[src/swn_pkg.sv]
// constants of the message_switch node configuration bank
package swn_pkg;
    // configuration register numbers
    localparam logic [7:0] REG_SWITCH_CFG    = 8'h04;
    localparam logic [7:0] REG_NODE_ID       = 8'h05;
    localparam logic [7:0] REG_SWITCH_DIV    = 8'h07;
    localparam logic [7:0] REG_REF_DIV       = 8'h08;
    localparam logic [7:0] REG_DEVICE_IDENT  = 8'h09;
    localparam logic [7:0] REG_USER_CODE     = 8'h0a;
    localparam logic [7:0] REG_DIRS_LOW      = 8'h0c;
    localparam logic [7:0] REG_DIRS_HIGH     = 8'h0d;
    localparam logic [7:0] REG_DBG_CFG_T0    = 8'h10;
    localparam logic [7:0] REG_DBG_CFG_T1    = 8'h11;
    localparam logic [7:0] REG_DBG_SOURCE    = 8'h1f;
    localparam logic [7:0] REG_EXT_LINK_BASE = 8'h20;
    localparam logic [7:0] REG_PROC_LINK_BASE = 8'h40;
    localparam int         NUM_LINKS         = 8;
    localparam int         NUM_TILES         = 2;
    // field positions
    localparam int CFG_LOCK_BIT   = 31;
    localparam int DBG_REQ_BIT    = 1;
    localparam int DBG_DRIVE_BIT  = 0;
    localparam int SRC_PIN_BIT    = 4;
    localparam int SRC_CORE1_BIT  = 1;
    localparam int SRC_CORE0_BIT  = 0;
    localparam int LS_TYPE_LSB    = 24;
    localparam int LS_DEST_LSB    = 16;
    localparam int LS_DIR_LSB     = 8;
    localparam int LS_NET_LSB     = 4;
    localparam int LS_JUNK_BIT    = 2;
    localparam int LS_DBUSY_BIT   = 1;
    localparam int LS_SBUSY_BIT   = 0;
    localparam int UC_OTP_LSB     = 18;
    // reset values
    localparam logic [15:0] SWITCH_DIV_RST = 16'h0000;
    localparam logic [15:0] REF_DIV_RST    = 16'h0003;
    localparam logic [15:0] NODE_ID_RST    = 16'h0000;
    localparam logic [31:0] DIRS_RST       = 32'h0000_0000;
    // identification codes, values arbitrary
    localparam logic [3:0]  IDENT_VERSION  = 4'h1;
    localparam logic [15:0] IDENT_PART     = 16'h0a5c;
    localparam logic [10:0] IDENT_MAKER    = 11'h123;
    localparam logic [17:0] METAL_ID_CODE  = 18'h0_0042;
endpackage : swn_pkg

[src/swn_route_if.sv]
// carrier between the register bank and the route lookup
`timescale 1ns/1ps
interface swn_route_if;
    logic [15:0] node_id;
    logic [31:0] dirs_low;
    logic [31:0] dirs_high;
    logic [15:0] dest_id;
    logic [3:0]  dir;
    logic        local_hit;
    modport table_side (output node_id, output dirs_low, output dirs_high,
                        output dest_id, input dir, input local_hit);
    modport lookup_side (input node_id, input dirs_low, input dirs_high,
                         input dest_id, output dir, output local_hit);
endinterface : swn_route_if

[src/swn_route_lookup.sv]
// dimension-ordered direction lookup for one destination identifier
`timescale 1ns/1ps
module swn_route_lookup
    import swn_pkg::*;
(
    swn_route_if.lookup_side rt
);
    logic [15:0]  diff;
    logic [63:0]  table_all;
    logic [3:0]   dim;

    assign diff      = rt.node_id ^ rt.dest_id;
    assign table_all = {rt.dirs_high, rt.dirs_low};

    always_comb begin
        dim = 4'h0;
        for (int i = 0; i < 16; i++) begin
            if (diff[i]) begin
                dim = 4'(i);
            end
        end
    end

    assign rt.dir       = table_all[{dim, 2'b00} +: 4];
    assign rt.local_hit = (diff == 16'h0000);
endmodule // swn_route_lookup

[src/swn_node_regs.sv]
// configuration and status register bank of the message_switch node
// How it works
// - sixteen-bit switch clock divider, resets zero
// - sixteen-bit reference divider, resets to three
// - user code: storage value over metal ID
// - route by most significant mismatching bit
// - low table: dimensions 0-7, four bits each
// - high table: dimensions 8-15, four bits each
// - enabled tile gets request from shared line
// - enabled halted core drives shared line
// - record source of latest shared debug event
// - link status shows source target type
// - link status shows destination link number
// - external link direction field, bits 11:8
// - two-bit network number per link
// - junk flag while packet is discarded
// - destination and source busy flags
// - external links at 0x20, processor 0x40
// - sixteen-bit node identifier, resets zero
// - access only by numbered configuration transactions
// - lock bit rejects control register writes
`timescale 1ns/1ps
module swn_node_regs
    import swn_pkg::*;
(
    input  wire logic                 clk,
    input  wire logic                 nrst,
    input  wire logic                 cfg_valid,
    input  wire logic                 cfg_write,
    input  wire logic [7:0]           cfg_num,
    input  wire logic [31:0]          cfg_wdata,
    output logic                      cfg_done,
    output logic                      cfg_nack,
    output logic [31:0]               cfg_rdata,
    input  wire logic [13:0]          otp_user_code,
    input  wire logic                 route_valid,
    input  wire logic [15:0]          route_dest_id,
    output logic                      route_done,
    output logic [3:0]                route_dir,
    output logic                      route_local,
    input  wire logic [1:0]           core_halted_state,
    output logic [1:0]                debug_request,
    output logic                      shared_debug_line,
    input  wire logic                 debug_pin_n_i,
    output logic                      debug_pin_n_o,
    output logic                      debug_pin_n_oe_n,
    input  wire logic [7:0][1:0]      ext_source_target_type,
    input  wire logic [7:0][7:0]      ext_dest_link,
    input  wire logic [7:0]           ext_junk,
    input  wire logic [7:0]           ext_dest_busy,
    input  wire logic [7:0]           ext_src_busy,
    input  wire logic [7:0][1:0]      proc_source_target_type,
    input  wire logic [7:0][7:0]      proc_dest_link,
    input  wire logic [7:0]           proc_junk,
    input  wire logic [7:0]           proc_dest_busy,
    input  wire logic [7:0]           proc_src_busy,
    output logic [15:0]               switch_clk_div,
    output logic [15:0]               ref_clk_div,
    output logic [15:0]               node_id,
    output logic [7:0][3:0]           ext_link_dir,
    output logic [7:0][1:0]           ext_link_net,
    output logic [7:0][1:0]           proc_link_net
);
    logic                  lock;
    logic [31:0]           dirs_low;
    logic [31:0]           dirs_high;
    logic [1:0][1:0]       dbg_cfg;
    logic [2:0]            dbg_src;
    logic                  pin_meta;
    logic                  pin_sync_n;
    logic                  shared_q;
    logic                  next_lock;
    logic [15:0]           next_switch_clk_div;
    logic [15:0]           next_ref_clk_div;
    logic [15:0]           next_node_id;
    logic [31:0]           next_dirs_low;
    logic [31:0]           next_dirs_high;
    logic [1:0][1:0]       next_dbg_cfg;
    logic [2:0]            next_dbg_src;
    logic [7:0][3:0]       next_ext_link_dir;
    logic [7:0][1:0]       next_ext_link_net;
    logic [7:0][1:0]       next_proc_link_net;
    logic                  next_cfg_done;
    logic                  next_cfg_nack;
    logic [31:0]           next_cfg_rdata;
    logic                  next_route_done;
    logic [3:0]            next_route_dir;
    logic                  next_route_local;
    logic [1:0]            core_drive;
    logic                  pin_asserted;
    logic                  shared_rise;
    logic                  is_ext;
    logic                  is_proc;
    logic [2:0]            lidx;
    logic                  known;
    logic                  writable;
    logic                  wr_ok;
    logic [31:0]           rd_word;

    swn_route_if rt ();

    assign rt.node_id   = node_id;
    assign rt.dirs_low  = dirs_low;
    assign rt.dirs_high = dirs_high;
    assign rt.dest_id   = route_dest_id;

    swn_route_lookup u_lookup (
        .rt (rt)
    );

    assign core_drive        = core_halted_state & {dbg_cfg[1][DBG_DRIVE_BIT],
                                                    dbg_cfg[0][DBG_DRIVE_BIT]};
    // own drive is excluded so the pin only counts when someone else pulls it
    assign pin_asserted      = ~pin_sync_n & ~(|core_drive);
    assign shared_debug_line = (|core_drive) | pin_asserted;
    assign debug_pin_n_o     = 1'b0;
    assign debug_pin_n_oe_n  = ~(|core_drive);
    assign debug_request     = {2{shared_debug_line}}
                               & {dbg_cfg[1][DBG_REQ_BIT], dbg_cfg[0][DBG_REQ_BIT]};
    assign shared_rise       = shared_debug_line & ~shared_q;

    assign is_ext  = (cfg_num[7:3] == REG_EXT_LINK_BASE[7:3]);
    assign is_proc = (cfg_num[7:3] == REG_PROC_LINK_BASE[7:3]);
    assign lidx    = cfg_num[2:0];

    always_comb begin
        rd_word  = 32'h0000_0000;
        known    = 1'b1;
        writable = 1'b1;
        if (is_ext) begin
            rd_word[LS_TYPE_LSB +: 2]  = ext_source_target_type[lidx];
            rd_word[LS_DEST_LSB +: 8]  = ext_dest_link[lidx];
            rd_word[LS_DIR_LSB +: 4]   = ext_link_dir[lidx];
            rd_word[LS_NET_LSB +: 2]   = ext_link_net[lidx];
            rd_word[LS_JUNK_BIT]       = ext_junk[lidx];
            rd_word[LS_DBUSY_BIT]      = ext_dest_busy[lidx];
            rd_word[LS_SBUSY_BIT]      = ext_src_busy[lidx];
        end else if (is_proc) begin
            rd_word[LS_TYPE_LSB +: 2]  = proc_source_target_type[lidx];
            rd_word[LS_DEST_LSB +: 8]  = proc_dest_link[lidx];
            rd_word[LS_NET_LSB +: 2]   = proc_link_net[lidx];
            rd_word[LS_JUNK_BIT]       = proc_junk[lidx];
            rd_word[LS_DBUSY_BIT]      = proc_dest_busy[lidx];
            rd_word[LS_SBUSY_BIT]      = proc_src_busy[lidx];
        end else begin
            unique case (cfg_num)
                REG_SWITCH_CFG:   rd_word[CFG_LOCK_BIT] = lock;
                REG_NODE_ID:      rd_word[15:0] = node_id;
                REG_SWITCH_DIV:   rd_word[15:0] = switch_clk_div;
                REG_REF_DIV:      rd_word[15:0] = ref_clk_div;
                REG_DEVICE_IDENT: begin
                    rd_word  = {IDENT_VERSION, IDENT_PART, IDENT_MAKER, 1'b1};
                    writable = 1'b0;
                end
                REG_USER_CODE: begin
                    rd_word  = {otp_user_code, METAL_ID_CODE};
                    writable = 1'b0;
                end
                REG_DIRS_LOW:     rd_word = dirs_low;
                REG_DIRS_HIGH:    rd_word = dirs_high;
                REG_DBG_CFG_T0:   rd_word[1:0] = dbg_cfg[0];
                REG_DBG_CFG_T1:   rd_word[1:0] = dbg_cfg[1];
                REG_DBG_SOURCE: begin
                    rd_word[SRC_PIN_BIT]   = dbg_src[2];
                    rd_word[SRC_CORE1_BIT] = dbg_src[1];
                    rd_word[SRC_CORE0_BIT] = dbg_src[0];
                end
                default: begin
                    known    = 1'b0;
                    writable = 1'b0;
                end
            endcase
        end
    end

    assign wr_ok = cfg_valid & cfg_write & writable & ~lock;

    always_comb begin
        next_lock           = lock;
        next_switch_clk_div = switch_clk_div;
        next_ref_clk_div    = ref_clk_div;
        next_node_id        = node_id;
        next_dirs_low       = dirs_low;
        next_dirs_high      = dirs_high;
        next_dbg_cfg        = dbg_cfg;
        next_dbg_src        = dbg_src;
        next_ext_link_dir   = ext_link_dir;
        next_ext_link_net   = ext_link_net;
        next_proc_link_net  = proc_link_net;
        if (wr_ok) begin
            if (is_ext) begin
                next_ext_link_dir[lidx] = cfg_wdata[LS_DIR_LSB +: 4];
                next_ext_link_net[lidx] = cfg_wdata[LS_NET_LSB +: 2];
            end else if (is_proc) begin
                next_proc_link_net[lidx] = cfg_wdata[LS_NET_LSB +: 2];
            end else begin
                unique case (cfg_num)
                    REG_SWITCH_CFG:  next_lock = cfg_wdata[CFG_LOCK_BIT];
                    REG_NODE_ID:     next_node_id = cfg_wdata[15:0];
                    REG_SWITCH_DIV:  next_switch_clk_div = cfg_wdata[15:0];
                    REG_REF_DIV:     next_ref_clk_div = cfg_wdata[15:0];
                    REG_DIRS_LOW:    next_dirs_low = cfg_wdata;
                    REG_DIRS_HIGH:   next_dirs_high = cfg_wdata;
                    REG_DBG_CFG_T0:  next_dbg_cfg[0] = cfg_wdata[1:0];
                    REG_DBG_CFG_T1:  next_dbg_cfg[1] = cfg_wdata[1:0];
                    REG_DBG_SOURCE:  next_dbg_src = {cfg_wdata[SRC_PIN_BIT],
                                                     cfg_wdata[SRC_CORE1_BIT],
                                                     cfg_wdata[SRC_CORE0_BIT]};
                    default:         next_lock = lock;
                endcase
            end
        end
        if (shared_rise) begin
            next_dbg_src = {pin_asserted, core_drive[1], core_drive[0]};
        end
        next_cfg_done  = cfg_valid;
        next_cfg_nack  = cfg_valid & (~known | (cfg_write & ~wr_ok));
        next_cfg_rdata = (cfg_valid & ~cfg_write) ? rd_word : 32'h0000_0000;
        next_route_done  = route_valid;
        next_route_dir   = route_valid ? rt.dir : route_dir;
        next_route_local = route_valid ? rt.local_hit : route_local;
    end

    always_ff @(posedge clk) begin
        // pin passes two flops before use
        pin_meta   <= debug_pin_n_i;
        pin_sync_n <= pin_meta;
        if (!nrst) begin
            lock           <= 1'b0;
            switch_clk_div <= SWITCH_DIV_RST;
            ref_clk_div    <= REF_DIV_RST;
            node_id        <= NODE_ID_RST;
            dirs_low       <= DIRS_RST;
            dirs_high      <= DIRS_RST;
            dbg_cfg        <= '0;
            dbg_src        <= 3'h0;
            ext_link_dir   <= '0;
            ext_link_net   <= '0;
            proc_link_net  <= '0;
            shared_q       <= 1'b0;
            cfg_done       <= 1'b0;
            cfg_nack       <= 1'b0;
            cfg_rdata      <= 32'h0000_0000;
            route_done     <= 1'b0;
            route_dir      <= 4'h0;
            route_local    <= 1'b0;
        end else begin
            lock           <= next_lock;
            switch_clk_div <= next_switch_clk_div;
            ref_clk_div    <= next_ref_clk_div;
            node_id        <= next_node_id;
            dirs_low       <= next_dirs_low;
            dirs_high      <= next_dirs_high;
            dbg_cfg        <= next_dbg_cfg;
            dbg_src        <= next_dbg_src;
            ext_link_dir   <= next_ext_link_dir;
            ext_link_net   <= next_ext_link_net;
            proc_link_net  <= next_proc_link_net;
            shared_q       <= shared_debug_line;
            cfg_done       <= next_cfg_done;
            cfg_nack       <= next_cfg_nack;
            cfg_rdata      <= next_cfg_rdata;
            route_done     <= next_route_done;
            route_dir      <= next_route_dir;
            route_local    <= next_route_local;
        end
    end

    property p_lock_blocks;
        @(posedge clk) disable iff (!nrst)
        cfg_valid && cfg_write && lock && cfg_num == REG_REF_DIV
        |=> $stable(ref_clk_div) && cfg_nack && cfg_done;
    endproperty
    a_lock_blocks: assert property (p_lock_blocks) else $error("locked write changed divider");

    property p_switch_div_write;
        @(posedge clk) disable iff (!nrst)
        cfg_valid && cfg_write && !lock && cfg_num == REG_SWITCH_DIV
        |=> switch_clk_div == $past(cfg_wdata[15:0]) && !cfg_nack;
    endproperty
    a_switch_div_write: assert property (p_switch_div_write) else $error("divider write lost");

    property p_ref_read;
        @(posedge clk) disable iff (!nrst)
        cfg_valid && !cfg_write && cfg_num == REG_REF_DIV
        |=> cfg_rdata == {16'h0000, ref_clk_div};
    endproperty
    a_ref_read: assert property (p_ref_read) else $error("reference divider read wrong");

    property p_ident_ro;
        @(posedge clk) disable iff (!nrst)
        cfg_valid && cfg_write && cfg_num == REG_USER_CODE |=> cfg_nack && cfg_done;
    endproperty
    a_ident_ro: assert property (p_ident_ro) else $error("user code write accepted");

    property p_request;
        @(posedge clk) disable iff (!nrst)
        (core_drive[0] || !pin_sync_n) && dbg_cfg[1][DBG_REQ_BIT] |-> debug_request[1];
    endproperty
    a_request: assert property (p_request) else $error("tile one request missing");

    property p_drive;
        @(posedge clk) disable iff (!nrst)
        core_halted_state[0] && dbg_cfg[0][DBG_DRIVE_BIT]
        |-> shared_debug_line && !debug_pin_n_oe_n;
    endproperty
    a_drive: assert property (p_drive) else $error("halted core not driving line");

    property p_source;
        @(posedge clk) disable iff (!nrst)
        shared_rise && core_drive[0] |=> dbg_src[0];
    endproperty
    a_source: assert property (p_source) else $error("debug source not recorded");

    property p_route_local;
        @(posedge clk) disable iff (!nrst)
        route_valid && route_dest_id == node_id |=> route_local && route_done;
    endproperty
    a_route_local: assert property (p_route_local) else $error("local packet not local");

    property p_route_top;
        @(posedge clk) disable iff (!nrst)
        route_valid && (route_dest_id[15] != node_id[15])
        |=> route_dir == $past(dirs_high[31:28]) && !route_local;
    endproperty
    a_route_top: assert property (p_route_top) else $error("top dimension direction wrong");
endmodule // swn_node_regs

[config.mk]
export PLATFORM = sky130hd
export DESIGN_NAME = swn_node_regs
export DESIGN_NICKNAME = d
export VERILOG_FILES = /design/src/swn_pkg.sv /design/src/swn_route_if.sv /design/src/swn_route_lookup.sv /design/src/swn_node_regs.sv
export SDC_FILE = /design/constraint.sdc
export NUM_CORES = 1
export LEC_CHECK = 0
export ABC_AREA = 1
export BUFFER_PORTS_ARGS = -buffer_cell sky130_fd_sc_hd__buf_2
export CAP_MARGIN = 20
export CORE_AREA = 2 2 170 172
export DETAILED_ROUTE_END_ITERATION = 16
export DIE_AREA = 0 0 172 174
export PLACE_DENSITY = 0.8
export SYNTH_ARGS = -nofsm -noshare
export SYNTH_HDL_FRONTEND = slang
export SYNTH_SLANG_ARGS = --single-unit
export TNS_END_PERCENT = 100
[constraint.sdc]
create_clock -name clk -period 1.9 [get_ports clk]
set_input_delay 0 -clock clk [delete_from_list [all_inputs] [get_ports clk]]
set_output_delay 0 -clock clk [all_outputs]
set_load 0.01 [all_outputs]
Word-level counts from Yosys, hierarchy flattened
Index checks and enable logic that the tools add are counted.

word-level totals
  bits of input ports = 286
  bits in registers = 227
  logic and storage cells = 178
  output and inout port bits = 157

cells by class
  reductions and logical operators = 20
  bitwise logic cells = 24
  eq/ne operators = 15
  mux-type cells = 73
  magnitude comparators = 2
  shift operators = 1

operators with widths
  cell                                           number
  one-hot mux 11 bit (7 select lines)            1
  indexed part select 64 x 7 -> 4 bit            1
  one-hot mux 15 bit (4 select lines)            1
  binary-select mux 8 bit (select 3 bit)         2
  two-way mux 4 bit                              11
  == test 8 x 4 -> 1 bit, second input constant  5
  AND reduction 4 bit                            9
  two-way mux 3 bit                              11
  bitwise mux 16 bit                             2
  bitwise mux 32 bit                             1
  binary-select mux 2 bit (select 3 bit)         4
  == test 8 x 3 -> 1 bit, second input constant  3
  == test 8 x 5 -> 1 bit, second input constant  3
  two-way mux 10 bit                             2
  one-hot mux 2 bit (10 select lines)            1
  binary-select mux 1 bit (select 3 bit)         6
  two-way mux 2 bit                              9
  logical NOT 16 bit                             1
  two-way mux 8 bit                              2
  bitwise XOR 16 bit                             1
  two-way mux 1 bit                              13
  binary-select mux 4 bit (select 3 bit)         1
  demux 4 bit (select 3 bit)                     1
  one-hot mux 2 bit (6 select lines)             1
  other kinds (21)                               43

Logic depth before layout (Yosys ltp)
  word-level depth = 17
  depth in mapped cells = 25
  depth with buffers taken out = 24

Cells and area by module
Synthesis repeated with hierarchy kept, for this count alone.

second synthesis, totals
  cell total of the unflattened synthesis = 2233
  area total of the unflattened synthesis = 13202.7 sq um

by module, submodules not included
  module            cells each  times used  area each (sq um)  seq. area each (sq um)
  swn_node_regs     1985        1           12035.3            4544.4
  swn_route_lookup  248         1           1167.4             0.0

Least setup slack after synthesis
No wires, ideal clock.

  kind = register to register
  start = reg node_id[1]
  end = reg route_dir[0]
  stages on the path, launching flop included = 26
  arrival time = 1.990 ns
  library setup time = 0.109 ns
  path slack = -0.199 ns
  buffers on the path = 1
  cells stage by stage = dfxtp_1 -> inv_1 -> nand2_1 -> nand2_1 -> nand2_1 -> nand2_1 -> nand2_1 -> nand2_1 -> nand2_1 -> nand2_1 -> nand2_1 -> nand2_1 -> nand2_1 -> nand2_1 -> nand2_1 -> nand2_1 -> nand2_1 -> nand2_1 -> clkbuf_1 -> nand2_1 -> nand3_1 -> nand3_1 -> nand3_1 -> nand3_1 -> nand2_1 -> inv_1

on the way
  word-level cells in the longest chain between the ends = 17

ends and longest elaborated chain
  element                              line                    RTL
  start: declaration                   swn_node_regs.sv:59     output logic [15:0] node_id,
  start signal: assignment             swn_node_regs.sv:251    node_id <= next_node_id;
  bitwise XOR 16 bit                   swn_route_lookup.sv:12  assign diff = rt.node_id ^ rt.dest_id;
  two-way mux 1 bit                    swn_route_lookup.sv:18  if (diff[i]) begin
  two-way mux 2 bit (2 in a row)       swn_route_lookup.sv:18
  two-way mux 3 bit (4 in a row)       swn_route_lookup.sv:18
  two-way mux 4 bit (8 in a row)       swn_route_lookup.sv:18
  indexed part select 64 x 7 -> 4 bit  swn_route_lookup.sv:24  assign rt.dir = table_all[{dim, 2'b00} +: 4];
  end signal: assignment               swn_node_regs.sv:264    route_dir <= next_route_dir;
  end: declaration                     swn_node_regs.sv:39     output logic [3:0] route_dir,

Every way passes these cells.
A chain may end at the register's enable or synchronous reset.

Worst setup path in the final report
  start = reg node_id[1]
  end = reg route_dir[1]

The elaborated chain is that of the path after synthesis.

==> impl_metrics.toml <==
[global_routing]
antenna_found_initial = 4
grt_pass1_vias = 14459
grt_pass1_wl_mm = 80.5
grt-ovfl-total = 0
gr-usage-all-layers_pct = 34.8
grt_max_degree = 116

[synthesis]
synthCells = 1710
synth_top_cell_by_area = "dfxtp_1"
syn_area_um2 = 11800
seq_area_frac_synth_pct = 38.6
ys_warn_count = 0
synthArstFlopShare_pct = 0
synth.distinct_cells = 47
synth_top_area_share_pct = 38.6
synth_top_flop_cell = "dfxtp_1"
synth.net_count = 1996
avgSynthCellArea_um2 = 6.89
yosys_register_bits = 227
synth_edf_count = 0
synth_area_leaders = "dfxtp_1 (39%), o21ai_0 (8.2%), nor2_1 (7.2%), a21oi_1 (6.6%), nand2_1 (5.6%)"

[drt]
vias_per_cell = 5.69
vias = 15287
drc_errors = 0
drtPass1Iterations = 6
drt-total-wl_mm = 54.9
drtAntennaViolNets = 0
wire_per_inst_um = 20.5
first_iter_violations = 1772

[clocking]
cts_buffers = 26
cts_root_buffer = "clkbuf_16"
clkSinkCount = 227
clkLatencyLatePin_ns = 0.55
clock_path_buffers = 3
cts_tree = "built"
clk_pin_slew_ns = 0.06
htree_levels = 1

[die]
die_h_um = 174
die_area_um2 = 29900
dieWidth_um = 172
start_util_pct = 41.7
io_pins = 443
row_count = 62
core_area_um2 = 28200

[worst_hold_path]
hp-class = "input port to flop"

[worst_setup_path]
cp_slowest_cell = "dfxtp_2"
end_kind = "flop"
crit_fanout = 6
cpLargestDelayFamily = "simple AND/OR/NAND/NOR gates"
crit_top_cell = "nand2_1"
critPathBufInv = 3
critical_path_class = "flop to flop"
crit_arrival_ns = 2.72
max_stage_delay_ns = 0.35
worstPathRequired_ns = 2.40
worst_setup_path_start_kind = "flop"

[placement]
place.gp.congestion = 1.05
dp_hpwl_mm = 40.7
place_ws_ns = -0.319
portBuffers = 441
dpl_cell_area_um2 = 15100

[status]
outcome = "finished with violations"
violations = "negative setup slack"

[final_layout]
mostFrequentLayoutCell = "buf_2"
nets = 2564
drive_above_1_share_pct = 31.7
final_util_pct = 60.7
synthToLayoutAreaGrowth_pct = 45.6
fin_area_um2 = 17200
layout_common_cells = "buf_2 (438), dfxtp_1 (224), nor2_1 (223), o21ai_0 (194), nand2_1 (157)"

[sta]
worst_pin_slew_ns = 1.03
finalCritPeriodShare_pct = 117
holdWs_ns = 0.00492
fmax_ghz = 0.449
timing.final.ws_setup_ns = -0.326
setup_viol = 4
rsz0062_at_grt = "yes"
min_period_ns = 2.23
hold_viol = 0
fin_setup_tns_ns = -1.23
drv_slew = 0
finalClockSkew_ns = 0.0148
slew_headroom_pct = 31.0

[job]
maxCapViolCount = 0

[power]
vdd_drop_max_uv = 655
power_density_nw_per_um2 = 713
leakage_nw = 7.70
==> sequential cells by signal, indices dropped and copies added (netlist names), 3 cells and up <==
register	flops
cfg_rdata	32
route_dir	4
ext_link_dir	32
dirs_low	32
ref_clk_div	16
ext_link_net	16
dirs_high	32
switch_clk_div	16
proc_link_net	16
node_id	16
dbg_cfg	4
dbg_src	3
==> worst register-to-register path, delay by kind of cell (launching register included) <==
kind	cells	cell delay [ns]
simple gates	22	1.56
buf+inv	3	0.25
flops	1	0.35
==> kinds of logic (layout without fill, tap and decap cells) <==
logic type,Yosys count,in the layout,share of synthesized area [%]
xor+xnor,14,14,1.04
flops,227,227,38.6
simple gates,562,563,20.6
buf+inv,303,890,10.2
other cells,1,4,0.0318
compound gates,603,603,29.5
==> path summary, 6_finish.rpt <==
path,start,end,slack [ns],cells after the start
min reg2reg,pin_meta,pin_sync_n,0.34,0
max reg2reg,node_id[1],route_dir[1],-0.33,25
min,cfg_num[2],proc_link_net[5],0.005,5
max,node_id[1],route_dir[1],-0.33,25
==> power breakdown <==
group / total (mW) / internal [mW] / switching, mW
registers: 4.79 / 4.78 / 0.0120
logic: 1.61 / 0.695 / 0.911
clock network: 5.83 / 3.64 / 2.19
==> through the flow <==
| stage | total power, mW | std cells |
|---|---|---|
| after floorplan | 5.57 | 1710 |
| after global placement | 6.23 | 2552 |
| after detailed placement | 6.25 | 2553 |
| after CTS | 12.2 | 2679 |
| after global routing | 12.5 | 2685 |
| final | 12.2 | 2685 |
==> Yosys cell counts, types with 25 or more instances <==
cell / n
a21oi_1: 155
nand3_1: 124
o22ai_1: 25
nand2_1: 175
o21ai_1: 93
buf_2: 26
a221oi_1: 55
clkbuf_1: 75
nor2_1: 225
o211ai_1: 42
o21ai_0: 194
dfxtp_1: 227
inv_1: 155
==> timing repair <==
action | CTS | global route
cloned | 3 | 2
setup endpoints to repair | 4 | 11
buffers inserted | 3 | 0
endpoints found under the hold margin | 178 | 5
resized for setup | 6 | 43
hold buffers | 72 | 1
pin swaps | 5 | 19
==> routing by layer <==
metal | GRT usage [%] | part of all wire, %
met5 | 0 | 0.020
met1 | 44.5 | 39
met3 | 6.44 | 9.5
met2 | 56.9 | 47
met4 | 15.3 | 4.9
==> layout make-up <==
type | count | area [µm²]
Tap cell | 384 | 480
Sequential cell | 227 | 4550
Timing Repair Buffer | 658 | 4210
Clock inverter | 15 | 278
Fill cell | 2611 | 11100
Clock buffer | 33 | 717
Inverter | 184 | 697
Antenna cell | 3 | 7.51
Multi-Input combinational cell | 1181 | 6220
No activity file was read; power rests on OpenSTA's default activity.
